`config.mk`:
```
export PLATFORM = sky130hd
export DESIGN_NAME = blocking_pilot_trip_logic
export DESIGN_NICKNAME = d
export VERILOG_FILES = /design/src/pilot_pkg.sv /design/src/blocking_pilot_trip_logic.sv
export SDC_FILE = /design/constraint.sdc
export NUM_CORES = 1
export LEC_CHECK = 0
export ABC_AREA = 1
export BUFFER_PORTS_ARGS = -buffer_cell sky130_fd_sc_hd__buf_2
export CORE_MARGIN = 2
export CORE_UTILIZATION = 35
export DETAILED_ROUTE_END_ITERATION = 8
export PLACE_DENSITY = 0.63
export SLEW_MARGIN = 25
export SYNTH_ARGS = -nofsm -noshare
export SYNTH_HDL_FRONTEND = slang
export SYNTH_SLANG_ARGS = --single-unit
export TNS_END_PERCENT = 100
```
`constraint.sdc`:
```
create_clock -name aclk -period 2.7 [get_ports aclk]
set_clock_uncertainty 0.1 [all_clocks]
set_input_delay 0.135 -clock aclk [delete_from_list [all_inputs] [get_ports aclk]]
set_output_delay 0.135 -clock aclk [all_outputs]
set_load 0.01 [all_outputs]
```
`src/pilot_pkg.sv`:
```
package pilot_pkg;

    // ----------------------------------------------------------------
    // register map
    // ----------------------------------------------------------------
    localparam logic [7:0] ctrl_off = 8'h00;
    localparam logic [7:0] timer_off = 8'h04;
    localparam logic [7:0] status_off = 8'h08;
    localparam logic [7:0] inputs_off = 8'h0C;

    localparam int ctrl_enable_pos = 0;
    localparam int ctrl_gnd_mode_pos = 1;
    localparam int ctrl_start_sel_pos = 3;
    localparam int ctrl_restraint_pos = 5;
    localparam int ctrl_cc_map_pos = 8;
    localparam logic [31:0] ctrl_reset = 32'h0000_E401;
    localparam logic [15:0] coord_ms_reset = 16'h0008;

    // ----------------------------------------------------------------
    // timing
    // ----------------------------------------------------------------
    localparam int clk_mhz = 50;
    localparam int tick_us = 1000;
    localparam int tick_cycles = clk_mhz * tick_us;
    localparam int persist_ms = 25;
    localparam int extend_ms = 30;
    localparam int transient_ms = 30;

    // restraint factor encodings: 0.0 and 0.066
    localparam logic restraint_none = 1'b0;
    localparam logic restraint_pos_seq = 1'b1;

    typedef enum logic [1:0] {
        gnd_distance,
        gnd_dir_overcurrent,
        gnd_both
    } gnd_mode_t;

    typedef enum logic [1:0] {
        start_dir,
        start_zero_seq,
        start_disturbance
    } start_sel_t;

    // measuring function outputs, all active high
    typedef struct packed {
        logic overreach_phase_trip;
        logic overreach_gnd_dist_trip;
        logic gnd_dir_trip;
        logic zone4_phase_block;
        logic zone4_gnd_block;
        logic gnd_dir_block;
        logic zero_seq_start_detector;
        logic zero_seq_restrained;
        logic negative_directional_block;
        logic disturbance_detector;
        logic out_of_step_block;
    } meas_t;

    typedef struct packed {
        logic carrier_start;
        logic carrier_stop;
        logic pilot_trip;
    } outs_t;

endpackage

```
`src/blocking_pilot_trip_logic.sv`:
```
// Local design decisions: the AXI4-Lite slave port and the register offsets.
`timescale 1ns/1ps
module blocking_pilot_trip_logic (
    input wire logic aclk,
    input wire logic aresetn,
    input wire logic [31:0] s_axi_awaddr,
    input wire logic s_axi_awvalid,
    output logic s_axi_awready,
    input wire logic [31:0] s_axi_wdata,
    input wire logic [3:0] s_axi_wstrb,
    input wire logic s_axi_wvalid,
    output logic s_axi_wready,
    output logic [1:0] s_axi_bresp,
    output logic s_axi_bvalid,
    input wire logic s_axi_bready,
    input wire logic [31:0] s_axi_araddr,
    input wire logic s_axi_arvalid,
    output logic s_axi_arready,
    output logic [31:0] s_axi_rdata,
    output logic [1:0] s_axi_rresp,
    output logic s_axi_rvalid,
    input wire logic s_axi_rready,
    input wire pilot_pkg::meas_t meas,
    input wire logic [3:0] converter_in,
    output logic zone4_reverse,
    output pilot_pkg::outs_t outs
);

    // ----------------------------------------------------------------
    // bus slave
    // ----------------------------------------------------------------
    logic [31:0] ctrl;
    logic [15:0] coord_ms;
    logic aw_held;
    logic w_held;
    logic [7:0] aw_addr;
    logic [31:0] w_data;
    logic [3:0] w_strb;

    wire do_write = aw_held && w_held && !s_axi_bvalid;
    wire wr_ctrl = do_write && (aw_addr == pilot_pkg::ctrl_off);
    wire wr_timer = do_write && (aw_addr == pilot_pkg::timer_off);
    wire wr_known = wr_ctrl || wr_timer;

    function automatic logic [31:0] merge(input logic [31:0] old, input logic [31:0] nw,
                                          input logic [3:0] be);
        logic [31:0] r;
        r = old;
        for (int i = 0; i < 4; i++) begin
            if (be[i]) begin
                r[i*8 +: 8] = nw[i*8 +: 8];
            end
        end
        return r;
    endfunction

    assign s_axi_awready = !aw_held;
    assign s_axi_wready = !w_held;
    assign s_axi_arready = !s_axi_rvalid;

    always_ff @(posedge aclk) begin
        if (!aresetn) begin
            aw_held <= 1'b0;
            w_held <= 1'b0;
            aw_addr <= 8'h00;
            w_data <= 32'h0000_0000;
            w_strb <= 4'h0;
            s_axi_bvalid <= 1'b0;
            s_axi_bresp <= 2'h0;
        end else begin
            if (s_axi_awvalid && !aw_held) begin
                aw_held <= 1'b1;
                aw_addr <= s_axi_awaddr[7:0];
            end
            if (s_axi_wvalid && !w_held) begin
                w_held <= 1'b1;
                w_data <= s_axi_wdata;
                w_strb <= s_axi_wstrb;
            end
            if (do_write) begin
                aw_held <= 1'b0;
                w_held <= 1'b0;
                s_axi_bvalid <= 1'b1;
                s_axi_bresp <= wr_known ? 2'h0 : 2'h2;
            end else if (s_axi_bready) begin
                s_axi_bvalid <= 1'b0;
            end
        end
    end

    always_ff @(posedge aclk) begin
        if (!aresetn) begin
            ctrl <= pilot_pkg::ctrl_reset;
            coord_ms <= pilot_pkg::coord_ms_reset;
        end else begin
            if (wr_ctrl) begin
                ctrl <= merge(ctrl, w_data, w_strb);
            end
            if (wr_timer) begin
                coord_ms <= 16'(merge({16'h0000, coord_ms}, w_data, w_strb));
            end
        end
    end

    // ----------------------------------------------------------------
    // settings
    // ----------------------------------------------------------------
    wire scheme_enable = ctrl[pilot_pkg::ctrl_enable_pos];
    wire [1:0] gnd_mode = ctrl[pilot_pkg::ctrl_gnd_mode_pos +: 2];
    wire [1:0] start_sel = ctrl[pilot_pkg::ctrl_start_sel_pos +: 2];
    wire restraint_factor = ctrl[pilot_pkg::ctrl_restraint_pos];
    wire [7:0] cc_map = ctrl[pilot_pkg::ctrl_cc_map_pos +: 8];

    // ----------------------------------------------------------------
    // converter inputs, from contacts outside the clock domain
    // ----------------------------------------------------------------
    logic [3:0] cc_meta;
    logic [3:0] cc_sync;
    always_ff @(posedge aclk) begin
        if (!aresetn) begin
            cc_meta <= 4'h0;
            cc_sync <= 4'h0;
        end else begin
            cc_meta <= converter_in;
            cc_sync <= cc_meta;
        end
    end

    // each function picks its converter by a 2-bit index
    wire receiver_converter = cc_sync[cc_map[1:0]];
    wire second_receiver_converter = cc_sync[cc_map[3:2]];
    wire carrier_halt_converter = cc_sync[cc_map[5:4]];
    wire pilot_inhibit_converter = cc_sync[cc_map[7:6]];

    // ----------------------------------------------------------------
    // millisecond tick
    // ----------------------------------------------------------------
    logic [15:0] tick_cnt;
    logic ms_tick;
    wire tick_wrap = (tick_cnt == 16'(pilot_pkg::tick_cycles - 1));
    always_ff @(posedge aclk) begin
        if (!aresetn) begin
            tick_cnt <= 16'h0000;
            ms_tick <= 1'b0;
        end else begin
            ms_tick <= tick_wrap;
            tick_cnt <= tick_wrap ? 16'h0000 : tick_cnt + 16'h0001;
        end
    end

    // ----------------------------------------------------------------
    // trip and block functions
    // ----------------------------------------------------------------
    wire use_dist = (gnd_mode != 2'(pilot_pkg::gnd_dir_overcurrent));
    wire use_ground_dir_overcurrent = (gnd_mode != 2'(pilot_pkg::gnd_distance));
    wire zero_seq = (restraint_factor == pilot_pkg::restraint_pos_seq)
        ? meas.zero_seq_restrained : meas.zero_seq_start_detector;

    wire overreach_trip = scheme_enable && (meas.overreach_phase_trip
        || (use_dist && meas.overreach_gnd_dist_trip)
        || (use_ground_dir_overcurrent && meas.gnd_dir_trip));

    // trip functions win over blockers, so blockers are inhibited
    wire dist_block_raw = !overreach_trip && (meas.zone4_phase_block
        || (use_dist && meas.zone4_gnd_block));
    wire ground_dir_overcurrent_block_raw = !overreach_trip && use_ground_dir_overcurrent && meas.gnd_dir_block;

    logic gnd_start;
    always_comb begin
        case (start_sel)
            2'(pilot_pkg::start_dir): gnd_start = zero_seq && meas.negative_directional_block;
            2'(pilot_pkg::start_zero_seq): gnd_start = zero_seq;
            default: gnd_start = meas.disturbance_detector;
        endcase
    end

    // ----------------------------------------------------------------
    // transient blocking timers
    // ----------------------------------------------------------------
    logic [4:0] persist_cnt;
    logic ground_dir_persistence_timer;
    logic [4:0] ground_dir_overcurrent_ext_cnt;
    logic [4:0] dist_ext_cnt;

    function automatic logic [4:0] ms_to5(input int ms);
        return 5'(ms);
    endfunction

    always_ff @(posedge aclk) begin
        if (!aresetn) begin
            persist_cnt <= 5'h00;
            ground_dir_persistence_timer <= 1'b0;
            ground_dir_overcurrent_ext_cnt <= 5'h00;
            dist_ext_cnt <= 5'h00;
        end else begin
            // trip drops the whole chain, so internal faults never reach it
            if (!ground_dir_overcurrent_block_raw) begin
                persist_cnt <= 5'h00;
            end else if (ms_tick && persist_cnt != ms_to5(pilot_pkg::persist_ms)) begin
                persist_cnt <= persist_cnt + 5'h01;
            end
            if (ground_dir_overcurrent_block_raw && persist_cnt == ms_to5(pilot_pkg::persist_ms)) begin
                ground_dir_persistence_timer <= 1'b1;
            end else if (overreach_trip || ground_dir_overcurrent_ext_cnt == 5'h01 && ms_tick) begin
                ground_dir_persistence_timer <= 1'b0;
            end
            // one spare ms makes the dropout at least the figure
            if (overreach_trip) begin
                ground_dir_overcurrent_ext_cnt <= 5'h00;
            end else if (ground_dir_overcurrent_block_raw && ground_dir_persistence_timer) begin
                ground_dir_overcurrent_ext_cnt <= ms_to5(pilot_pkg::extend_ms + 1);
            end else if (ms_tick && ground_dir_overcurrent_ext_cnt != 5'h00) begin
                ground_dir_overcurrent_ext_cnt <= ground_dir_overcurrent_ext_cnt - 5'h01;
            end
            if (overreach_trip) begin
                dist_ext_cnt <= 5'h00;
            end else if (dist_block_raw) begin
                dist_ext_cnt <= ms_to5(pilot_pkg::transient_ms + 1);
            end else if (ms_tick && dist_ext_cnt != 5'h00) begin
                dist_ext_cnt <= dist_ext_cnt - 5'h01;
            end
        end
    end

    wire ground_dir_overcurrent_block = ground_dir_overcurrent_block_raw || ground_dir_overcurrent_ext_cnt != 5'h00;
    wire dist_block = dist_block_raw || dist_ext_cnt != 5'h00;
    wire local_block = scheme_enable && (ground_dir_overcurrent_block || dist_block);

    // ----------------------------------------------------------------
    // carrier control and comparer
    // ----------------------------------------------------------------
    wire pilot_active = scheme_enable && !pilot_inhibit_converter;
    wire key_request = !overreach_trip && (local_block
        || (scheme_enable && use_ground_dir_overcurrent && gnd_start));
    wire carrier_on = pilot_active && key_request && !carrier_halt_converter;
    wire received_block = receiver_converter || second_receiver_converter;
    wire trip_comparer = pilot_active && overreach_trip && !received_block
        && !local_block && !meas.out_of_step_block;

    logic [15:0] coord_ms_cnt;
    logic coordination_timer;
    always_ff @(posedge aclk) begin
        if (!aresetn) begin
            coord_ms_cnt <= 16'h0000;
            coordination_timer <= 1'b0;
            outs <= '0;
        end else begin
            if (!trip_comparer) begin
                coord_ms_cnt <= 16'h0000;
                coordination_timer <= 1'b0;
            end else if (coord_ms_cnt >= coord_ms) begin
                coordination_timer <= 1'b1;
            end else if (ms_tick) begin
                coord_ms_cnt <= coord_ms_cnt + 16'h0001;
            end
            outs.pilot_trip <= trip_comparer && coordination_timer
                && meas.disturbance_detector;
            outs.carrier_start <= carrier_on;
            outs.carrier_stop <= !carrier_on;
        end
    end
    assign zone4_reverse = scheme_enable;

    // ----------------------------------------------------------------
    // status read
    // ----------------------------------------------------------------
    wire [31:0] rd_mux = (s_axi_araddr[7:0] == pilot_pkg::ctrl_off) ? ctrl
        : (s_axi_araddr[7:0] == pilot_pkg::timer_off) ? {16'h0000, coord_ms}
        : (s_axi_araddr[7:0] == pilot_pkg::status_off)
            ? {25'h0, coordination_timer, ground_dir_persistence_timer,
               local_block, pilot_active, outs}
        : (s_axi_araddr[7:0] == pilot_pkg::inputs_off) ? {28'h0000000, cc_sync}
        : 32'h0000_0000;
    wire rd_known = (s_axi_araddr[7:0] == pilot_pkg::ctrl_off)
        || (s_axi_araddr[7:0] == pilot_pkg::timer_off)
        || (s_axi_araddr[7:0] == pilot_pkg::status_off)
        || (s_axi_araddr[7:0] == pilot_pkg::inputs_off);

    always_ff @(posedge aclk) begin
        if (!aresetn) begin
            s_axi_rvalid <= 1'b0;
            s_axi_rdata <= 32'h0000_0000;
            s_axi_rresp <= 2'h0;
        end else if (s_axi_arvalid && !s_axi_rvalid) begin
            s_axi_rvalid <= 1'b1;
            s_axi_rdata <= rd_mux;
            s_axi_rresp <= rd_known ? 2'h0 : 2'h2;
        end else if (s_axi_rready) begin
            s_axi_rvalid <= 1'b0;
        end
    end
endmodule

```
# Word-level counts from Yosys, hierarchy flattened
# Cells that the tools add are included.
# word_totals
reg_bits,193
# classes
add_sub_neg,5
magnitude_cmp,5
eq_ne,10
muxes,26
bitwise_logic,2
n_reduce_logical,81
# op_table
operator,count
1-bit logical AND,34
16-bit by 1-bit adder with 16-bit output (second input constant),2
32-bit two-way mux,1
5-bit two-way mux,4
2-bit AND reduction,9
16-bit equality test (second input constant),1
8-bit by 3-bit equality test with 1-bit output (second input constant),2
8-bit by 4-bit equality test with 1-bit output (second input constant),2
16-bit greater-or-equal comparator,1
8-bit zero test,2
16-bit two-way mux,1
1-bit logical OR,13
2-bit by 3-bit < comparator with 1-bit output (second input constant),4
2-bit nonzero test,6
1-bit zero test,11
1-bit two-way mux,11
5-bit nonzero test,2
5-bit by 1-bit subtractor with 5-bit output (second input constant),2
1-bit binary-select mux with 2-bit select,4
7-bit two-way mux,1
2-bit OR reduction,3
5-bit by 1-bit adder with 5-bit output (second input constant),1
5-bit by 1-bit equality test with 1-bit output (second input constant),1
5-bit equality test (second input constant),1
8 further kinds,10

# Logic depth before layout (Yosys ltp)
# logic_depth
word_depth,16
depth_mapped,16
depth_no_buf,16

# Least setup slack after synthesis
# Ideal clock, no wire load.
# synth_timing
kind,register to register
startpoint,register coord_ms[13]
endpoint,register coord_ms_cnt[3]
setup_ps,117
arrival_ps,1631
t_required_ps,2483
path_slack_ps,852
path_stages_with_launch,12
path_buffers,1
path_cell_list,dfxtp_1 inv_1 ha_1 nand2_1 nand2_1 nand3_1 nand2_1 a21oi_1 nand4_1 buf_4 o21ai_0 nor2_1
# synth_between
elab_chain_len,3
# synth_lines
item,line,text
from (decl),blocking_pilot_trip_logic.sv:33,logic [15:0] coord_ms;
from (signal assigned),blocking_pilot_trip_logic.sv:94,coord_ms <= pilot_pkg::coord_ms_reset;
from (signal assigned),blocking_pilot_trip_logic.sv:100,"coord_ms <= 16'(merge({16'h0000, coord_ms}, w_data, w_strb));"
16-bit greater-or-equal comparator,blocking_pilot_trip_logic.sv:251,end else if (coord_ms_cnt >= coord_ms) begin
1-bit NOT (no line),-,
2-bit AND reduction (no line),-,
to (signal assigned),blocking_pilot_trip_logic.sv:254,coord_ms_cnt <= coord_ms_cnt + 16'h0001;
to (decl),blocking_pilot_trip_logic.sv:240,logic [15:0] coord_ms_cnt;
# No other way between the ends.
# A chain may end at the register's enable or synchronous reset.

# Worst setup path in the final report
# layout_timing
startpoint,input s_axi_araddr[0]
endpoint,register s_axi_rdata[3]
# layout_between
elab_chain_len,5
# layout_lines
item,line,text
from (decl),blocking_pilot_trip_logic.sv:16,"input wire logic [31:0] s_axi_araddr,"
8-bit by 4-bit equality test with 1-bit output,blocking_pilot_trip_logic.sv:272,": (s_axi_araddr[7:0] == pilot_pkg::inputs_off) ? {28'h0000000, cc_sync}"
4-bit two-way mux,blocking_pilot_trip_logic.sv:272,
7-bit two-way mux,blocking_pilot_trip_logic.sv:270,"? {25'h0, coordination_timer, ground_dir_persistence_timer,"
16-bit two-way mux,blocking_pilot_trip_logic.sv:268,": (s_axi_araddr[7:0] == pilot_pkg::timer_off) ? {16'h0000, coord_ms}"
32-bit two-way mux *,blocking_pilot_trip_logic.sv:267,wire [31:0] rd_mux = (s_axi_araddr[7:0] == pilot_pkg::ctrl_off) ? ctrl
to (signal assigned),blocking_pilot_trip_logic.sv:286,s_axi_rdata <= rd_mux;
to (decl),blocking_pilot_trip_logic.sv:19,"output logic [31:0] s_axi_rdata,"
# Every way passes the cells marked *; elsewhere a longest branch is shown, timed or not.

==> flow_metrics.tcl <==
set metrics [dict create \
    grt_pass1_vias 7123 \
    dp_hpwl_um 14650 \
    cts_buffers 17 \
    synth_area_um2 8245 \
    setup_viol 0 \
    routedWlPerCell_um 13.27 \
    drtIter0Drc 431 \
    post-route-period-util 0.8896 \
    gp_congestion 0.8154 \
    grt_max_degree 137 \
    gr-total-overflow 0 \
    nets 1403 \
    drcViolationCount 0 \
    slew_headroom 0.4235 \
    hold_violations 0 \
    final_common_cell "dfxtp_1" \
    hold_buffers 55 \
    synthToLayoutAreaGrowth_pct 24.73 \
    routed-via-count 7506 \
    worstSetupPathType "input pin to register" \
    p_per_area_nw_per_um2 584.1 \
    rsz0062_at_grt "false" \
    synth_area_per_cell_um2 7.523 \
    clock_latency_ps 450 \
    synth_top_cell_by_area "dfxtp_1" \
    maxCapViolCount 0 \
    rows 56 \
    clockBufferDepth 2 \
    synth-seq-cells 191 \
    clockRootBuffer "clkbuf_16" \
    start_kind "input pin" \
    setup_tns_ps 0 \
    arrival_ps 2670 \
    end_kind "register" \
    yosys-top-cells-area "dfxtp_1 46%, o21ai_0 7.9%, nand2_1 7.6%" \
    avgViaCountPerCell 4.727 \
    worstPathRequired_ps 2970 \
    boundaryPins 167 \
    finalNonFillerCells 1588 \
    period_needed_ps 2402 \
    crit_fanout 4 \
    drive_above_1_share 0.1489 \
    postCtsSetupBuffers 0 \
    fmax_mhz 416.4 \
    n_fill_cell 2334 \
    dp_cells 1501 \
    synth_cell_types 49 \
    antenna_left 0 \
    ctsHtreeMaxLevel 4 \
    worstMarginPinSlew_ps 856.9 \
    grt_pass1_wl_um 34580 \
    cts_resized 0 \
    cts.clk_slew.worst_paths_ps 70 \
    antenna_found_initial 0 \
    num_antenna_cells 0 \
    syn_inst 1096 \
    cts_tree "yes" \
    coreArea_um2 23330 \
    cellLeakagePower_nw 4.364 \
    io_buffer_count 116 \
    hold_class "input pin to register" \
    start_util 0.3534 \
    grt_usage 0.1762 \
    fp.dieW_um 157.5 \
    drv_slew 0 \
    drt-pass1-iter-count 5 \
    ir_worst_vdd_v 0.0003231 \
    wirelength_um 21070 \
    ys_seq_area_frac 0.4637 \
    mostFrequentLayoutCells "191 x dfxtp_1, 166 x nand2_1, 148 x nor2_1" \
    yosysTopAreaCellShare 0.4637 \
    dieHeight_um 157.5 \
    status "finished, final reports clean" \
    clock_sinks 191 \
    yosysWarnings 0 \
    die_area_um2 24800 \
]
==> registers in the layout, indices dropped and copies added, names as in the netlist, 8 cells and up <==
register and cells:
ctrl 32, s_axi_rdata 32, w_data 32, coord_ms 16, coord_ms_cnt 16, tick_cnt 16
aw_addr 8
==> Yosys cell counts (all sizes together) <==
cell type	count
nand3b	1
inv	133
a31oi	7
nand4	13
nand3	31
or3	1
o21bai	1
and3	2
conb	1
dfxtp	191
nand2	172
nor2	151
and2	2
a41oi	3
xor2	7
a211oi	1
a221oi	1
clkinv	1
ha	25
a21oi	116
a21o	2
clkbuf	29
or2	7
o21a	2
nor3	17
o21ai	135
nor4	6
buf	15
o211ai	19
o32ai	1
nor3b	3
==> logic make-up after synthesis <==
family / synth area share
compound gates: 0.1886
xor+xnor: 0.007436
fa+ha+maj: 0.03794
buf+inv: 0.08877
flops: 0.4637
other cells: 0.0004548
simple gates: 0.2131
==> metrics by stage <==
step                hold WS (ps)  power, mW    util  cell area, um^2  setup WS [ps]
floorplan                  132.6      3.304       -             8249          852.0
global placement           226.0      3.489  0.3916             9136          537.5
detailed placement         223.0      3.496  0.3916             9136          511.3
CTS                        34.45      6.078  0.4408            10280          384.8
global route               42.41      6.267  0.4408            10280          139.2
finish                     42.38      6.008  0.4408            10280          298.2
==> layout make-up <==
| cell class | count | area [um^2] | share of cell area |
|---|---|---|---|
| clock buffer | 18 | 439.2 | 0.04270 |
| clock inverter | 14 | 158.9 | 0.01545 |
| inverter | 134 | 505.5 | 0.04915 |
| multi-input combinational | 728 | 3702 | 0.3600 |
| sequential | 191 | 3824 | 0.3718 |
| tap | 319 | 399.1 | 0.03881 |
| timing repair buffer | 184 | 1256 | 0.1221 |
==> power breakdown <==
part	total, mW	switching (mW)	internal (mW)
Clock	2.52	1.25	1.27
Sequential	2.99	0.0636	2.92
Combinational	0.506	0.290	0.217
Total	6.01	1.60	4.41
==> routing by layer <==
layer  GRT usage  wire length, um
met1      0.2292             9973
met2      0.2920             9689
met3     0.03111             1005
met4     0.06537              397
met5           0                0
==> worst max-delay path, cell delays in order <==
cell	delay, ps
dlygate4sd3_1	540
buf_2	120
nor2_1	110
dlygate4sd3_1	560
inv_1	70
nor4_1	710
nand2_1	120
nand4_1	110
nand2_1	60
a21oi_1	140
==> path summary, 6_finish.rpt <==
check | start | end | slack, ps | cells past startpoint
worst max-delay path | s_axi_araddr[0] | s_axi_rdata[3] | 300 | 10
worst min-delay path | aresetn | ms_tick | 40 | 3
worst max register to register | coord_ms_cnt[9] | coord_ms_cnt[5] | 510 | 12
worst min register to register | cc_meta[0] | cc_sync[0] | 320 | 2
Note: power is estimated with default switching activity, not from simulation.
